==> src/shared/irfp_regs.vh <==
// register indices, field positions, reset values and symbol codes of the infrared fifo port
`ifndef IRFP_REGS_VH
`define IRFP_REGS_VH
// ==========================================================
// register indices (byte address is four times the index)
`define IRFP_IDX_EVENT 8'h90
`define IRFP_IDX_CTRL 8'hB0
`define IRFP_IDX_STAT 8'hB1
`define IRFP_IDX_RXCNT 8'hB2
`define IRFP_IDX_TXCNT 8'hB3
`define IRFP_IDX_RXPORT 8'hB4
`define IRFP_IDX_TXPORT 8'hB5
`define IRFP_IDX_TXERR 8'hB6
// ==========================================================
// field positions
`define IRFP_CTRL_START 0
`define IRFP_CTRL_FORMAT 1
`define IRFP_CTRL_RXIE 2
`define IRFP_CTRL_TXIE 3
`define IRFP_STAT_RXOVF 0
`define IRFP_STAT_RXDONE 2
`define IRFP_STAT_TXDONE 3
`define IRFP_EVENT_IR 4
`define IRFP_TXERR_LEN 0
// ==========================================================
// reset values and limits
`define IRFP_RST_CTRL 4'h0
`define IRFP_RST_COUNT 8'h00
`define IRFP_EMPTY_READ 8'hFF
`define IRFP_MAX_COUNT 8'hFF
// ==========================================================
// symbols handed to the pulse encoder
`define IRFP_SYM_LEADER 3'h0
`define IRFP_SYM_BIT0 3'h1
`define IRFP_SYM_BIT1 3'h2
`define IRFP_SYM_STOP 3'h3
`define IRFP_SYM_TRAILER 3'h4
`define IRFP_SYM_SPACE 3'h5
`endif

==> src/hw/irfp_top.v <==
// infrared remote fifo port: wishbone registers, receive and transmit frame fifos
// Functional notes
// RQ1: tx frame done flag sets after a sent frame; cleared by writing 0.
// RQ2: rx fill count gives bytes held; 0x00 empty, 0xFF full.
// RQ3: tx pending count gives unsent data bytes; 0x00 none, 0xFF full.
// RQ4: rx fifo port is 8-bit read-only, returns next byte each read.
// RQ5: tx fifo port is 8-bit write-only, each write appends a byte.
// RQ6: event flag bit 4 sets on frame sent or received; cleared writing 0.
// RQ7: software sets the format bit before setting enable.
// RQ8: enable bit starts operation including reception.
// RQ9: rx interrupt enable raises interrupt when a received frame is stored.
// RQ10: received frame delivered as count byte then data bytes.
// RQ11: rx fill count totals all buffered frames.
// RQ12: software writes count byte first; count byte not in pending count.
// RQ13: software writes only while pending count is below 255.
// RQ14: tx interrupt enable raises interrupt after a frame is sent.
// RQ15: software expects no traffic while enable is 0.
// RQ16: reads past held bytes return FF.
// RQ17: device adds leader, stop, space and trailer around the codes; code sends leader, then stop (format 0) or trailer (format 1), then space.
// RQ18: writes beyond 255 minus pending raise a data length error.
// RQ19: full rx fifo sets overflow error and discards further data.
// RQ20: format bit 0 selects first air format, 1 the second.
// RQ21: rx frame done flag sets after a received frame; cleared by writing 0.
// RQ22: rx fifo holds up to 255 bytes; a multi-byte frame can bring it to 256, wrapping the fill count to 0.
// RQ23: writing 1 to a flag leaves it unchanged.
// RQ24: each rx port read removes the byte and decrements the fill count.
`timescale 1ns/1ps
`include "irfp_regs.vh"

module irfp_top #(
    parameter RX_AW = 8,
    parameter TX_AW = 8
) (
    // clock and reset
    input wire clk_i,
    input wire rst_i,
    // wishbone slave
    input wire wb_cyc_i,
    input wire wb_stb_i,
    input wire wb_we_i,
    input wire [11:0] wb_adr_i,
    input wire [3:0] wb_sel_i,
    input wire [31:0] wb_dat_i,
    output reg [31:0] wb_dat_o,
    output reg wb_ack_o,
    // receive byte stream from the pulse decoder
    input wire rx_byte_valid_i,
    input wire [7:0] rx_byte_i,
    input wire rx_frame_end_i,
    // transmit symbol stream to the pulse encoder
    output wire tx_sym_valid_o,
    output reg [2:0] tx_sym_o,
    input wire tx_sym_ready_i,
    // mode and interrupt
    output wire ir_enable_o,
    output wire ir_format_o,
    output wire irq_o
);

    // ==========================================================
    // bus decode
    wire req_take = wb_cyc_i & wb_stb_i & ~wb_ack_o;
    wire [7:0] idx = wb_adr_i[9:2];
    wire hit = (wb_adr_i[11:10] == 2'h0);
    wire wr_lo = req_take & wb_we_i & wb_sel_i[0] & hit;
    wire rd_acc = req_take & ~wb_we_i & hit;
    wire [7:0] wdat = wb_dat_i[7:0];

    reg [3:0] ctrl_reg;
    reg rx_done_reg, tx_done_reg, rx_ovf_reg, event_reg, tx_err_reg;
    reg [RX_AW-1:0] rx_fill_reg, rx_rd_reg, rx_wr_reg, rx_fwr_reg, rx_slot_reg, rx_len_reg;
    reg rx_infr_reg, rx_drop_reg;
    reg [7:0] rx_mem [0:(1<<RX_AW)-1];
    reg [7:0] tx_mem [0:(1<<TX_AW)-1];
    reg [TX_AW-1:0] tx_wr_reg, tx_rd_reg;
    reg [TX_AW:0] tx_used_reg;
    reg [7:0] tx_pend_reg, tx_left_reg, tx_frames_reg, tx_bytes_reg, tx_sh_reg;
    reg [2:0] tx_bit_reg, tx_st_reg;

    // ==========================================================
    // control and flags
    assign ir_enable_o = ctrl_reg[`IRFP_CTRL_START];  // [RQ8]
    assign ir_format_o = ctrl_reg[`IRFP_CTRL_FORMAT];  // [RQ20]
    wire rx_commit;
    wire tx_sent;
    wire rx_over_ev;
    wire st_wr = wr_lo & (idx == `IRFP_IDX_STAT);
    wire ev_wr = wr_lo & (idx == `IRFP_IDX_EVENT);
    wire er_wr = wr_lo & (idx == `IRFP_IDX_TXERR);
    wire tx_err_ev;

    always @(posedge clk_i) begin
        if (rst_i) begin
            ctrl_reg <= `IRFP_RST_CTRL;
            rx_done_reg <= 1'b0;
            tx_done_reg <= 1'b0;
            rx_ovf_reg <= 1'b0;
            event_reg <= 1'b0;
            tx_err_reg <= 1'b0;
        end else begin
            if (wr_lo && idx == `IRFP_IDX_CTRL) begin
                ctrl_reg <= wdat[3:0];
            end
            // set wins over clear; writing 1 keeps the flag
            rx_done_reg <= rx_commit | (rx_done_reg & ~(st_wr & ~wdat[`IRFP_STAT_RXDONE])); // [RQ21] [RQ23]
            tx_done_reg <= tx_sent | (tx_done_reg & ~(st_wr & ~wdat[`IRFP_STAT_TXDONE])); // [RQ1] [RQ23]
            rx_ovf_reg <= rx_over_ev | (rx_ovf_reg & ~(st_wr & ~wdat[`IRFP_STAT_RXOVF])); // [RQ19]
            event_reg <= rx_commit | tx_sent
                | (event_reg & ~(ev_wr & ~wdat[`IRFP_EVENT_IR]));  // [RQ6] [RQ23]
            tx_err_reg <= tx_err_ev | (tx_err_reg & ~(er_wr & ~wdat[`IRFP_TXERR_LEN])); // [RQ18]
        end
    end

    assign irq_o = (rx_done_reg & ctrl_reg[`IRFP_CTRL_RXIE])  // [RQ9]
        | (tx_done_reg & ctrl_reg[`IRFP_CTRL_TXIE]);  // [RQ14]

    // ==========================================================
    // receive fifo
    wire rx_pop = rd_acc & (idx == `IRFP_IDX_RXPORT) & (rx_fill_reg != 0);  // [RQ24]
    wire rx_on = ctrl_reg[`IRFP_CTRL_START];
    wire rx_take = rx_on & rx_byte_valid_i & ~rx_frame_end_i;
    wire [RX_AW:0] rx_need = {1'b0, rx_fill_reg} + {1'b0, rx_len_reg}
        + (rx_infr_reg ? {{RX_AW{1'b0}}, 1'b1} : {{(RX_AW-1){1'b0}}, 2'h2});
    wire rx_room = (rx_need <= {1'b0, {RX_AW{1'b1}}});  // [RQ22]
    wire rx_store = rx_take & ~rx_drop_reg & rx_room;
    assign rx_over_ev = rx_take & ~rx_drop_reg & ~rx_room;  // [RQ19]
    assign rx_commit = rx_frame_end_i & rx_infr_reg & ~rx_drop_reg;
    wire [RX_AW-1:0] rx_add = rx_commit ? rx_len_reg + 1'b1 : {RX_AW{1'b0}};

    always @(posedge clk_i) begin
        if (rx_commit) begin
            rx_mem[rx_slot_reg] <= rx_len_reg;  // [RQ10]
        end else if (rx_store) begin
            rx_mem[rx_infr_reg ? rx_fwr_reg : rx_wr_reg + 1'b1] <= rx_byte_i;
        end
    end

    always @(posedge clk_i) begin
        if (rst_i) begin
            rx_fill_reg <= {RX_AW{1'b0}};
            rx_rd_reg <= {RX_AW{1'b0}};
            rx_wr_reg <= {RX_AW{1'b0}};
            rx_fwr_reg <= {RX_AW{1'b0}};
            rx_slot_reg <= {RX_AW{1'b0}};
            rx_len_reg <= {RX_AW{1'b0}};
            rx_infr_reg <= 1'b0;
            rx_drop_reg <= 1'b0;
        end else begin
            rx_fill_reg <= rx_fill_reg + rx_add - {{(RX_AW-1){1'b0}}, rx_pop};  // [RQ2] [RQ11]
            if (rx_pop) begin
                rx_rd_reg <= rx_rd_reg + 1'b1;
            end
            if (rx_frame_end_i) begin
                if (rx_commit) begin
                    rx_wr_reg <= rx_fwr_reg;
                end
                rx_infr_reg <= 1'b0;
                rx_drop_reg <= 1'b0;
                rx_len_reg <= {RX_AW{1'b0}};
            end else if (rx_over_ev) begin
                rx_drop_reg <= 1'b1;  // [RQ19]
            end else if (rx_store) begin
                if (!rx_infr_reg) begin
                    rx_slot_reg <= rx_wr_reg;
                    rx_fwr_reg <= rx_wr_reg + 2'h2;
                end else begin
                    rx_fwr_reg <= rx_fwr_reg + 1'b1;
                end
                rx_infr_reg <= 1'b1;
                rx_len_reg <= rx_len_reg + 1'b1;
            end
        end
    end

    // ==========================================================
    // transmit fifo writer
    wire tx_push_req = wr_lo & (idx == `IRFP_IDX_TXPORT);  // [RQ5]
    wire tx_full = (tx_used_reg == (1 << TX_AW));
    wire tx_is_cnt = (tx_left_reg == 8'h00);
    wire [7:0] tx_space = `IRFP_MAX_COUNT - tx_pend_reg;
    wire tx_bad = tx_full | (tx_is_cnt ? (wdat > tx_space) : (tx_pend_reg == `IRFP_MAX_COUNT));
    wire tx_push = tx_push_req & ~tx_bad;
    assign tx_err_ev = tx_push_req & tx_bad;  // [RQ18]
    wire tx_frame_in = tx_push & (tx_is_cnt ? (wdat == 8'h00) : (tx_left_reg == 8'h01));
    wire tx_data_in = tx_push & ~tx_is_cnt;  // [RQ12]

    always @(posedge clk_i) begin
        if (tx_push) begin
            tx_mem[tx_wr_reg] <= wdat;
        end
    end

    // ==========================================================
    // transmit framer
    localparam T_IDLE = 3'h0;
    localparam T_LEAD = 3'h1;
    localparam T_LOAD = 3'h2;
    localparam T_BITS = 3'h3;
    localparam T_END = 3'h4;
    localparam T_SPACE = 3'h5;

    wire [7:0] tx_head = tx_mem[tx_rd_reg];
    wire tx_go = tx_sym_ready_i & tx_sym_valid_o;
    wire tx_start = (tx_st_reg == T_IDLE) & ctrl_reg[`IRFP_CTRL_START] & (tx_frames_reg != 0);
    wire tx_fpop = (tx_st_reg == T_LEAD) & tx_go;
    wire tx_dpop = (tx_st_reg == T_LOAD);
    wire tx_bdone = (tx_st_reg == T_BITS) & tx_go & (tx_bit_reg == 3'h7);
    wire tx_rpop = tx_fpop | tx_dpop;
    assign tx_sent = (tx_st_reg == T_SPACE) & tx_go;
    assign tx_sym_valid_o = (tx_st_reg == T_LEAD) | (tx_st_reg == T_BITS)
        | (tx_st_reg == T_END) | (tx_st_reg == T_SPACE);
    wire [2:0] tx_tail = ctrl_reg[`IRFP_CTRL_FORMAT] ? `IRFP_SYM_TRAILER : `IRFP_SYM_STOP;

    always @(posedge clk_i) begin
        if (rst_i) begin
            tx_wr_reg <= {TX_AW{1'b0}};
            tx_rd_reg <= {TX_AW{1'b0}};
            tx_used_reg <= {(TX_AW+1){1'b0}};
            tx_pend_reg <= `IRFP_RST_COUNT;
            tx_left_reg <= 8'h00;
            tx_frames_reg <= 8'h00;
            tx_bytes_reg <= 8'h00;
            tx_sh_reg <= 8'h00;
            tx_bit_reg <= 3'h0;
            tx_st_reg <= T_IDLE;
            tx_sym_o <= `IRFP_SYM_LEADER;
        end else begin
            if (tx_push) begin
                tx_wr_reg <= tx_wr_reg + 1'b1;
                tx_left_reg <= tx_is_cnt ? wdat : tx_left_reg - 1'b1;
            end
            if (tx_rpop) begin
                tx_rd_reg <= tx_rd_reg + 1'b1;
            end
            tx_used_reg <= tx_used_reg + {{TX_AW{1'b0}}, tx_push} - {{TX_AW{1'b0}}, tx_rpop};
            tx_pend_reg <= tx_pend_reg + {7'h00, tx_data_in} - {7'h00, tx_bdone};  // [RQ3]
            tx_frames_reg <= tx_frames_reg + {7'h00, tx_frame_in} - {7'h00, tx_fpop};
            case (tx_st_reg)
                T_IDLE: begin
                    if (tx_start) begin
                        tx_st_reg <= T_LEAD;
                        tx_sym_o <= `IRFP_SYM_LEADER;  // [RQ17]
                    end
                end
                T_LEAD: begin
                    if (tx_go) begin
                        tx_bytes_reg <= tx_head;
                        if (tx_head == 8'h00) begin
                            tx_st_reg <= T_END;
                            tx_sym_o <= tx_tail;
                        end else begin
                            tx_st_reg <= T_LOAD;
                        end
                    end
                end
                T_LOAD: begin
                    tx_sh_reg <= {1'b0, tx_head[7:1]};
                    tx_bit_reg <= 3'h0;
                    tx_sym_o <= tx_head[0] ? `IRFP_SYM_BIT1 : `IRFP_SYM_BIT0;
                    tx_st_reg <= T_BITS;
                end
                T_BITS: begin
                    if (tx_go) begin
                        if (tx_bit_reg == 3'h7) begin
                            tx_bytes_reg <= tx_bytes_reg - 1'b1;
                            if (tx_bytes_reg == 8'h01) begin
                                tx_st_reg <= T_END;
                                tx_sym_o <= tx_tail;  // [RQ17] [RQ20]
                            end else begin
                                tx_st_reg <= T_LOAD;
                            end
                        end else begin
                            tx_bit_reg <= tx_bit_reg + 1'b1;
                            tx_sh_reg <= {1'b0, tx_sh_reg[7:1]};
                            tx_sym_o <= tx_sh_reg[0] ? `IRFP_SYM_BIT1 : `IRFP_SYM_BIT0;
                        end
                    end
                end
                T_END: begin
                    if (tx_go) begin
                        tx_st_reg <= T_SPACE;
                        tx_sym_o <= `IRFP_SYM_SPACE;  // [RQ17]
                    end
                end
                T_SPACE: begin
                    if (tx_go) begin
                        tx_st_reg <= T_IDLE;
                    end
                end
                default: begin
                    tx_st_reg <= T_IDLE;
                end
            endcase
        end
    end

    // ==========================================================
    // read mux and acknowledge
    reg [7:0] rdat;
    always @* begin
        rdat = 8'h00;
        case (idx)
            `IRFP_IDX_EVENT: rdat = {3'h0, event_reg, 4'h0};
            `IRFP_IDX_CTRL: rdat = {4'h0, ctrl_reg};
            `IRFP_IDX_STAT: rdat = {4'h0, tx_done_reg, rx_done_reg, 1'b0, rx_ovf_reg};
            `IRFP_IDX_RXCNT: rdat = rx_fill_reg;  // [RQ2]
            `IRFP_IDX_TXCNT: rdat = tx_pend_reg;  // [RQ3]
            `IRFP_IDX_RXPORT: rdat = (rx_fill_reg != 0) ? rx_mem[rx_rd_reg] : `IRFP_EMPTY_READ; // [RQ4] [RQ16]
            `IRFP_IDX_TXERR: rdat = {7'h00, tx_err_reg};
            default: rdat = 8'h00;
        endcase
    end

    always @(posedge clk_i) begin
        if (rst_i) begin
            wb_ack_o <= 1'b0;
            wb_dat_o <= 32'h00000000;
        end else begin
            wb_ack_o <= req_take;
            if (rd_acc) begin
                wb_dat_o <= {24'h000000, rdat};
            end else if (req_take) begin
                wb_dat_o <= 32'h00000000;
            end
        end
    end

endmodule // irfp_top

==> config.mk <==
export PLATFORM = sky130hd
export DESIGN_NAME = irfp_top
export DESIGN_NICKNAME = d
export VERILOG_FILES = /design/src/hw/irfp_top.v
export VERILOG_INCLUDE_DIRS = /design/src /design/src/shared
export SDC_FILE = /design/constraint.sdc
export NUM_CORES = 2
export LEC_CHECK = 0
export BUFFER_PORTS_ARGS = -buffer_cell sky130_fd_sc_hd__buf_2
export CELL_PAD_IN_SITES_DETAIL_PLACEMENT = 1
export CELL_PAD_IN_SITES_GLOBAL_PLACEMENT = 1
export CORE_ASPECT_RATIO = 0.9
export CORE_MARGIN = 4
export CORE_UTILIZATION = 45
export DETAILED_ROUTE_END_ITERATION = 16
export GPL_ROUTABILITY_DRIVEN = 0
export PLACE_DENSITY_LB_ADDON = 0.12
export SLEW_MARGIN = 20
export SYNTH_ARGS = -nofsm -noshare
export SYNTH_HDL_FRONTEND = slang
export SYNTH_SLANG_ARGS = --single-unit
==> constraint.sdc <==
create_clock -name clk_i -period 9.8 [get_ports clk_i]
set_clock_uncertainty 0.15 [all_clocks]
set_input_delay 0.98 -clock clk_i [delete_from_list [all_inputs] [get_ports clk_i]]
set_output_delay 0.98 -clock clk_i [all_outputs]
set_load 0.03 [all_outputs]
==> out/qor_table.md <==
| Parameter | Value | Unit |
|:---|:---|:---|
| Final standard cell area without fillers | 187000 | um2 |
| Drt drc | 0 | - |
| Hold Buf Count CTS | 0 | - |
| Depth of the critical timing path with buffers and inverters included | 15 | - |
| Largest stage delay, worst path | 0.88 | ns |
| LEAKAGE | 51.9 | nW |
| Area share of the largest cell type after synthesis | 73.4 | % |
| Clock latency on the worst-skew pair | 0.96 | ns |
| Endpoint class of the critical path | register | - |
| Total via count in the routed design | 82600 | - |
| Cell with the biggest individual delay on the critical path | sky130_fd_sc_hd__mux2i_1 | - |
| Number of nets with antenna violations after routing | 0 | - |
| HPWL after detailed placement | 280 | mm |
| Core Rows | 212 | - |
| Asr flop ratio synth | 0 | % |
| Area of the core | 371000 | um2 |
| Reg-to-Reg Start | rx_infr_reg | - |
| DRT iter0 DRCs | 9285 | - |
| Unique masters post-synth | 80 | - |
| Ratio of cells with drive above 1 in the final layout | 23.4 | % |
| Die Outline Area | 382000 | um2 |
| Clock tree from TritonCTS | yes | - |
| Filler cell count in the final layout | 32600 | - |
| Worst slack at placement | 2.79 | ns |
| Setup fix buffers added after clock tree synthesis | 0 | - |
| Pwr dens | 193 | nW/um2 |
| Top cells by area, synth | sky130_fd_sc_hd__edfxtp_1, sky130_fd_sc_hd__mux4_2, sky130_fd_sc_hd__dfxtp_1, sky130_fd_sc_hd__nor2_1, sky130_fd_sc_hd__mux2i_1 | - |
| Layout Utilization | 50.6 | % |
| Number of pins exceeding their max-slew limit in the final report | 0 | - |
| Critical path, cell by cell | buf_4 -> fa_1 -> ha_1 -> a21o_1 -> a21o_1 -> a21o_1 -> a21o_1 -> a21o_1 -> a21oi_1 -> mux2i_4 -> buf_4 -> mux2i_1 -> nand2_1 -> buf_4 -> nor2_1 | - |
| Layout area overhead | 11.8 | % |
| Reg-to-reg setup timing slack | 2.74 | ns |
| RSZ-0062 raised after global routing | false | - |
| CP most frequent cell | sky130_fd_sc_hd__a21o_1 | - |
| Mean instance size in the synthesized netlist | 20.6 | um2 |
| Post-synthesis instance total | 8130 | - |
| R2R depth | 15 | - |
| Tcrit/Tclk final | 72.0 | % |
| Share of synthesized area occupied by flip-flops and latches | 75.3 | % |
| Mean routed wirelength per cell | 33.1 | um |
| Initial antenna violation count | 31 | - |
| IR drop worst, VDD | 0.138 | mV |
| Clock-pin slew on the worst setup and hold paths | 0.06 | ns |
| Number of placed I/O pins | 104 | - |
| CTS-repair resized insts | 0 | - |
| Critical R2R Capture | rx_mem[239][3] | - |
| Die Wd | 651 | um |
| Dominant cell type by area after synthesis | sky130_fd_sc_hd__edfxtp_1 | - |
| Setup crit end | rx_mem[239][3] | - |
| Number of clock sinks | 4253 | - |
| Net count reported at finish | 8498 | - |
| Global-route congestion overflow total | 0 | - |
| Result of the run | complete, no violations | - |
| Endpoint required time on the critical path | 10.23 | ns |
| Launching element of the worst setup path | rx_infr_reg | - |
| Cell at the root of the clock tree | sky130_fd_sc_hd__clkbuf_16 | - |
| Vias per Instance | 6.06 | - |
| Cell family contributing the most delay on the critical path | multiplexers | - |
| Global-route wire length before repair | 648 | mm |
| Worst slew margin relative to its limit | 22.4 | % |
| Total of warnings raised by yosys | 0 | - |
| Number of enable flip-flop cells after synthesis | 4096 | - |
| Cell area after placement | 174000 | um2 |
| Critical path peak fanout | 38 | - |
| Worst path setup slack after routing | 2.74 | ns |
| Final wirelength | 452 | mm |
| Max Cap Viol | 0 | - |
| Inserted Clock Buffers | 433 | - |
| Data arrival time of the worst path | 7.49 | ns |
| Pre-Repair DR Iteration Count | 7 | - |
| Syn Std Cell Area | 168000 | um2 |
| Final count of hold timing violations | 0 | - |
| Pin count of the biggest net entering global routing | 181 | - |
| Buffers on Ports | 50 | - |
| Worst Tran Pin Value | 1.16 | ns |
| Worst hold path type | in -> reg | - |
| Tot GR Track Use | 23.5 | % |
| Setup TNS | 0 | ns |
| Final min period | 7.06 | ns |
| Flops & latches, synth | 4253 | - |
| Depth of the CTS H-tree | 5 | - |
| Crit path buffers/inverters | 3 | - |
| Setup violations, final | 0 | - |
| Starting density of the core | 45.2 | % |
| Vias in the first global route | 85500 | - |
| Fmax | 142 | MHz |
| Clock Tree Buf Depth | 4 | - |
| Category of the worst setup path launch point | register | - |
| Top FF cell, synth | sky130_fd_sc_hd__edfxtp_1 | - |
| Overall die height | 587 | um |
| Critical Setup Path Class | reg -> reg | - |
==> cells in the final DEF (no fill, tap or decap), types with 35 or more instances in the layout <==
master	count
sky130_fd_sc_hd__nor2b_1	48
sky130_fd_sc_hd__o22ai_1	35
sky130_fd_sc_hd__clkinv_2	80
sky130_fd_sc_hd__buf_4	155
sky130_fd_sc_hd__nor2_1	669
sky130_fd_sc_hd__nand3_1	75
sky130_fd_sc_hd__edfxtp_1	4096
sky130_fd_sc_hd__bufinv_16	36
sky130_fd_sc_hd__ha_1	85
sky130_fd_sc_hd__mux2i_1	184
sky130_fd_sc_hd__nand2_1	218
sky130_fd_sc_hd__dfxtp_1	145
sky130_fd_sc_hd__buf_2	41
sky130_fd_sc_hd__nor3_1	54
sky130_fd_sc_hd__a22oi_1	98
sky130_fd_sc_hd__inv_1	73
sky130_fd_sc_hd__clkinv_1	107
sky130_fd_sc_hd__a21oi_1	143
sky130_fd_sc_hd__mux4_2	1138
sky130_fd_sc_hd__o21ai_0	102
sky130_fd_sc_hd__xnor2_1	39
sky130_fd_sc_hd__clkbuf_1	100
sky130_fd_sc_hd__clkbuf_16	441
sky130_fd_sc_hd__a221oi_1	36
==> through the flow <==
stage	power [mW]	hold slack, ns	instances
floorplan	20.2	0.286	8153
global placement	20.4	0.292	12800
detailed placement	20.4	0.302	12800
CTS	36.5	0.128	13600
global route	37.3	0.182	13600
finish	36.1	0.228	13600
==> worst reg2reg max path, stage by stage, from the launching register on <==
cell and delay (ns):
sky130_fd_sc_hd__dfxtp_1 0.32, sky130_fd_sc_hd__buf_4 0.25, sky130_fd_sc_hd__fa_1 0.43, sky130_fd_sc_hd__ha_1 0.22, sky130_fd_sc_hd__a21o_1 0.19, sky130_fd_sc_hd__a21o_1 0.18
sky130_fd_sc_hd__a21o_1 0.18, sky130_fd_sc_hd__a21o_1 0.18, sky130_fd_sc_hd__a21o_1 0.19, sky130_fd_sc_hd__a21oi_1 0.41, sky130_fd_sc_hd__mux2i_4 0.62, sky130_fd_sc_hd__buf_4 0.46
sky130_fd_sc_hd__mux2i_1 0.89, sky130_fd_sc_hd__nand2_1 0.84, sky130_fd_sc_hd__buf_4 0.49, sky130_fd_sc_hd__nor2_1 0.68
==> where the power goes <==
| group | internal, mW | switching [mW] | total (mW) |
|---|---|---|---|
| clock network | 9.21 | 6.95 | 16.2 |
| logic | 0.0229 | 0.207 | 0.230 |
| registers | 19.8 | 0.000163 | 19.8 |
==> Yosys cell counts (7+ instances only) <==
master and count:
sky130_fd_sc_hd__nand4_1 28, sky130_fd_sc_hd__nor4_1 16, sky130_fd_sc_hd__o21ai_1 8, sky130_fd_sc_hd__a221oi_1 36, sky130_fd_sc_hd__nor3_1 54, sky130_fd_sc_hd__edfxtp_1 4096
sky130_fd_sc_hd__nor2_1 673, sky130_fd_sc_hd__mux4_2 1138, sky130_fd_sc_hd__xnor2_1 39, sky130_fd_sc_hd__mux2i_1 185, sky130_fd_sc_hd__and2_1 11, sky130_fd_sc_hd__buf_4 61
sky130_fd_sc_hd__a211oi_1 30, sky130_fd_sc_hd__a21oi_1 143, sky130_fd_sc_hd__nand3_1 85, sky130_fd_sc_hd__a22o_1 12, sky130_fd_sc_hd__o22ai_1 35, sky130_fd_sc_hd__clkbuf_1 237
sky130_fd_sc_hd__and3_1 15, sky130_fd_sc_hd__a2111oi_0 7, sky130_fd_sc_hd__dfxtp_1 157, sky130_fd_sc_hd__inv_1 73, sky130_fd_sc_hd__mux2_2 16, sky130_fd_sc_hd__a31oi_1 17
sky130_fd_sc_hd__o211ai_1 12, sky130_fd_sc_hd__nor2b_1 51, sky130_fd_sc_hd__nand2_1 227, sky130_fd_sc_hd__o21bai_1 8, sky130_fd_sc_hd__a21o_1 18, sky130_fd_sc_hd__nand2b_1 31
sky130_fd_sc_hd__xor2_1 30, sky130_fd_sc_hd__buf_1 36, sky130_fd_sc_hd__o21ai_0 102, sky130_fd_sc_hd__or3_1 15, sky130_fd_sc_hd__a22oi_1 98, sky130_fd_sc_hd__buf_6 31
sky130_fd_sc_hd__buf_2 111, sky130_fd_sc_hd__ha_1 85, sky130_fd_sc_hd__o221ai_1 7
==> layer usage <==
metal  routed length (um)  vias up  GRT usage (%)
met5                    9        -              0
met4                 9070        2           4.76
met3                34400      539           4.45
met2               206000     2938           35.3
met1               202000    45200           36.1
li1                     -    34000              -
==> logic make-up after synthesis <==
kind of cell / Yosys count / share of synthesized area, %
other: 1 / 0.00224
DFF: 4253 / 75.3
xor gates and xnor gates: 69 / 0.361
muxes: 1339 / 16.5
buffers and inverters: 553 / 1.60
AOI/OAI and AO/OA: 576 / 2.25
adders and majority gates: 91 / 0.707
and+or+nand+nor: 1248 / 3.27
==> worst min-delay path by stage <==
stage / start / endpoint / cells after the start
2_1_floorplan: tx_bit_reg[1] / tx_bit_reg[1] / 2
5_1_grt: wb_dat_i[2] / tx_mem[219][2] / 1
3_3_place_gp: tx_sym_o[0] / tx_sym_o[0] / 2
4_1_cts: wb_adr_i[3] / tx_err_reg / 2
3_5_place_dp: tx_sym_o[2] / tx_sym_o[2] / 2
6_report: wb_dat_i[6] / tx_mem[184][6] / 1
==> layout make-up <==
class	instances	area (um2)	area share [%]
sequential	4253	126000	67.4
multi-input combinational	3347	39000	20.8
clock buffer	545	11500	6.12
tap	4922	6160	3.29
clock inverter	252	2250	1.20
timing repair buffer	231	2010	1.07
inverter	77	289	0.154
antenna	7	17.5	0.00935
Note: power is estimated with default switching activity, not from simulation.
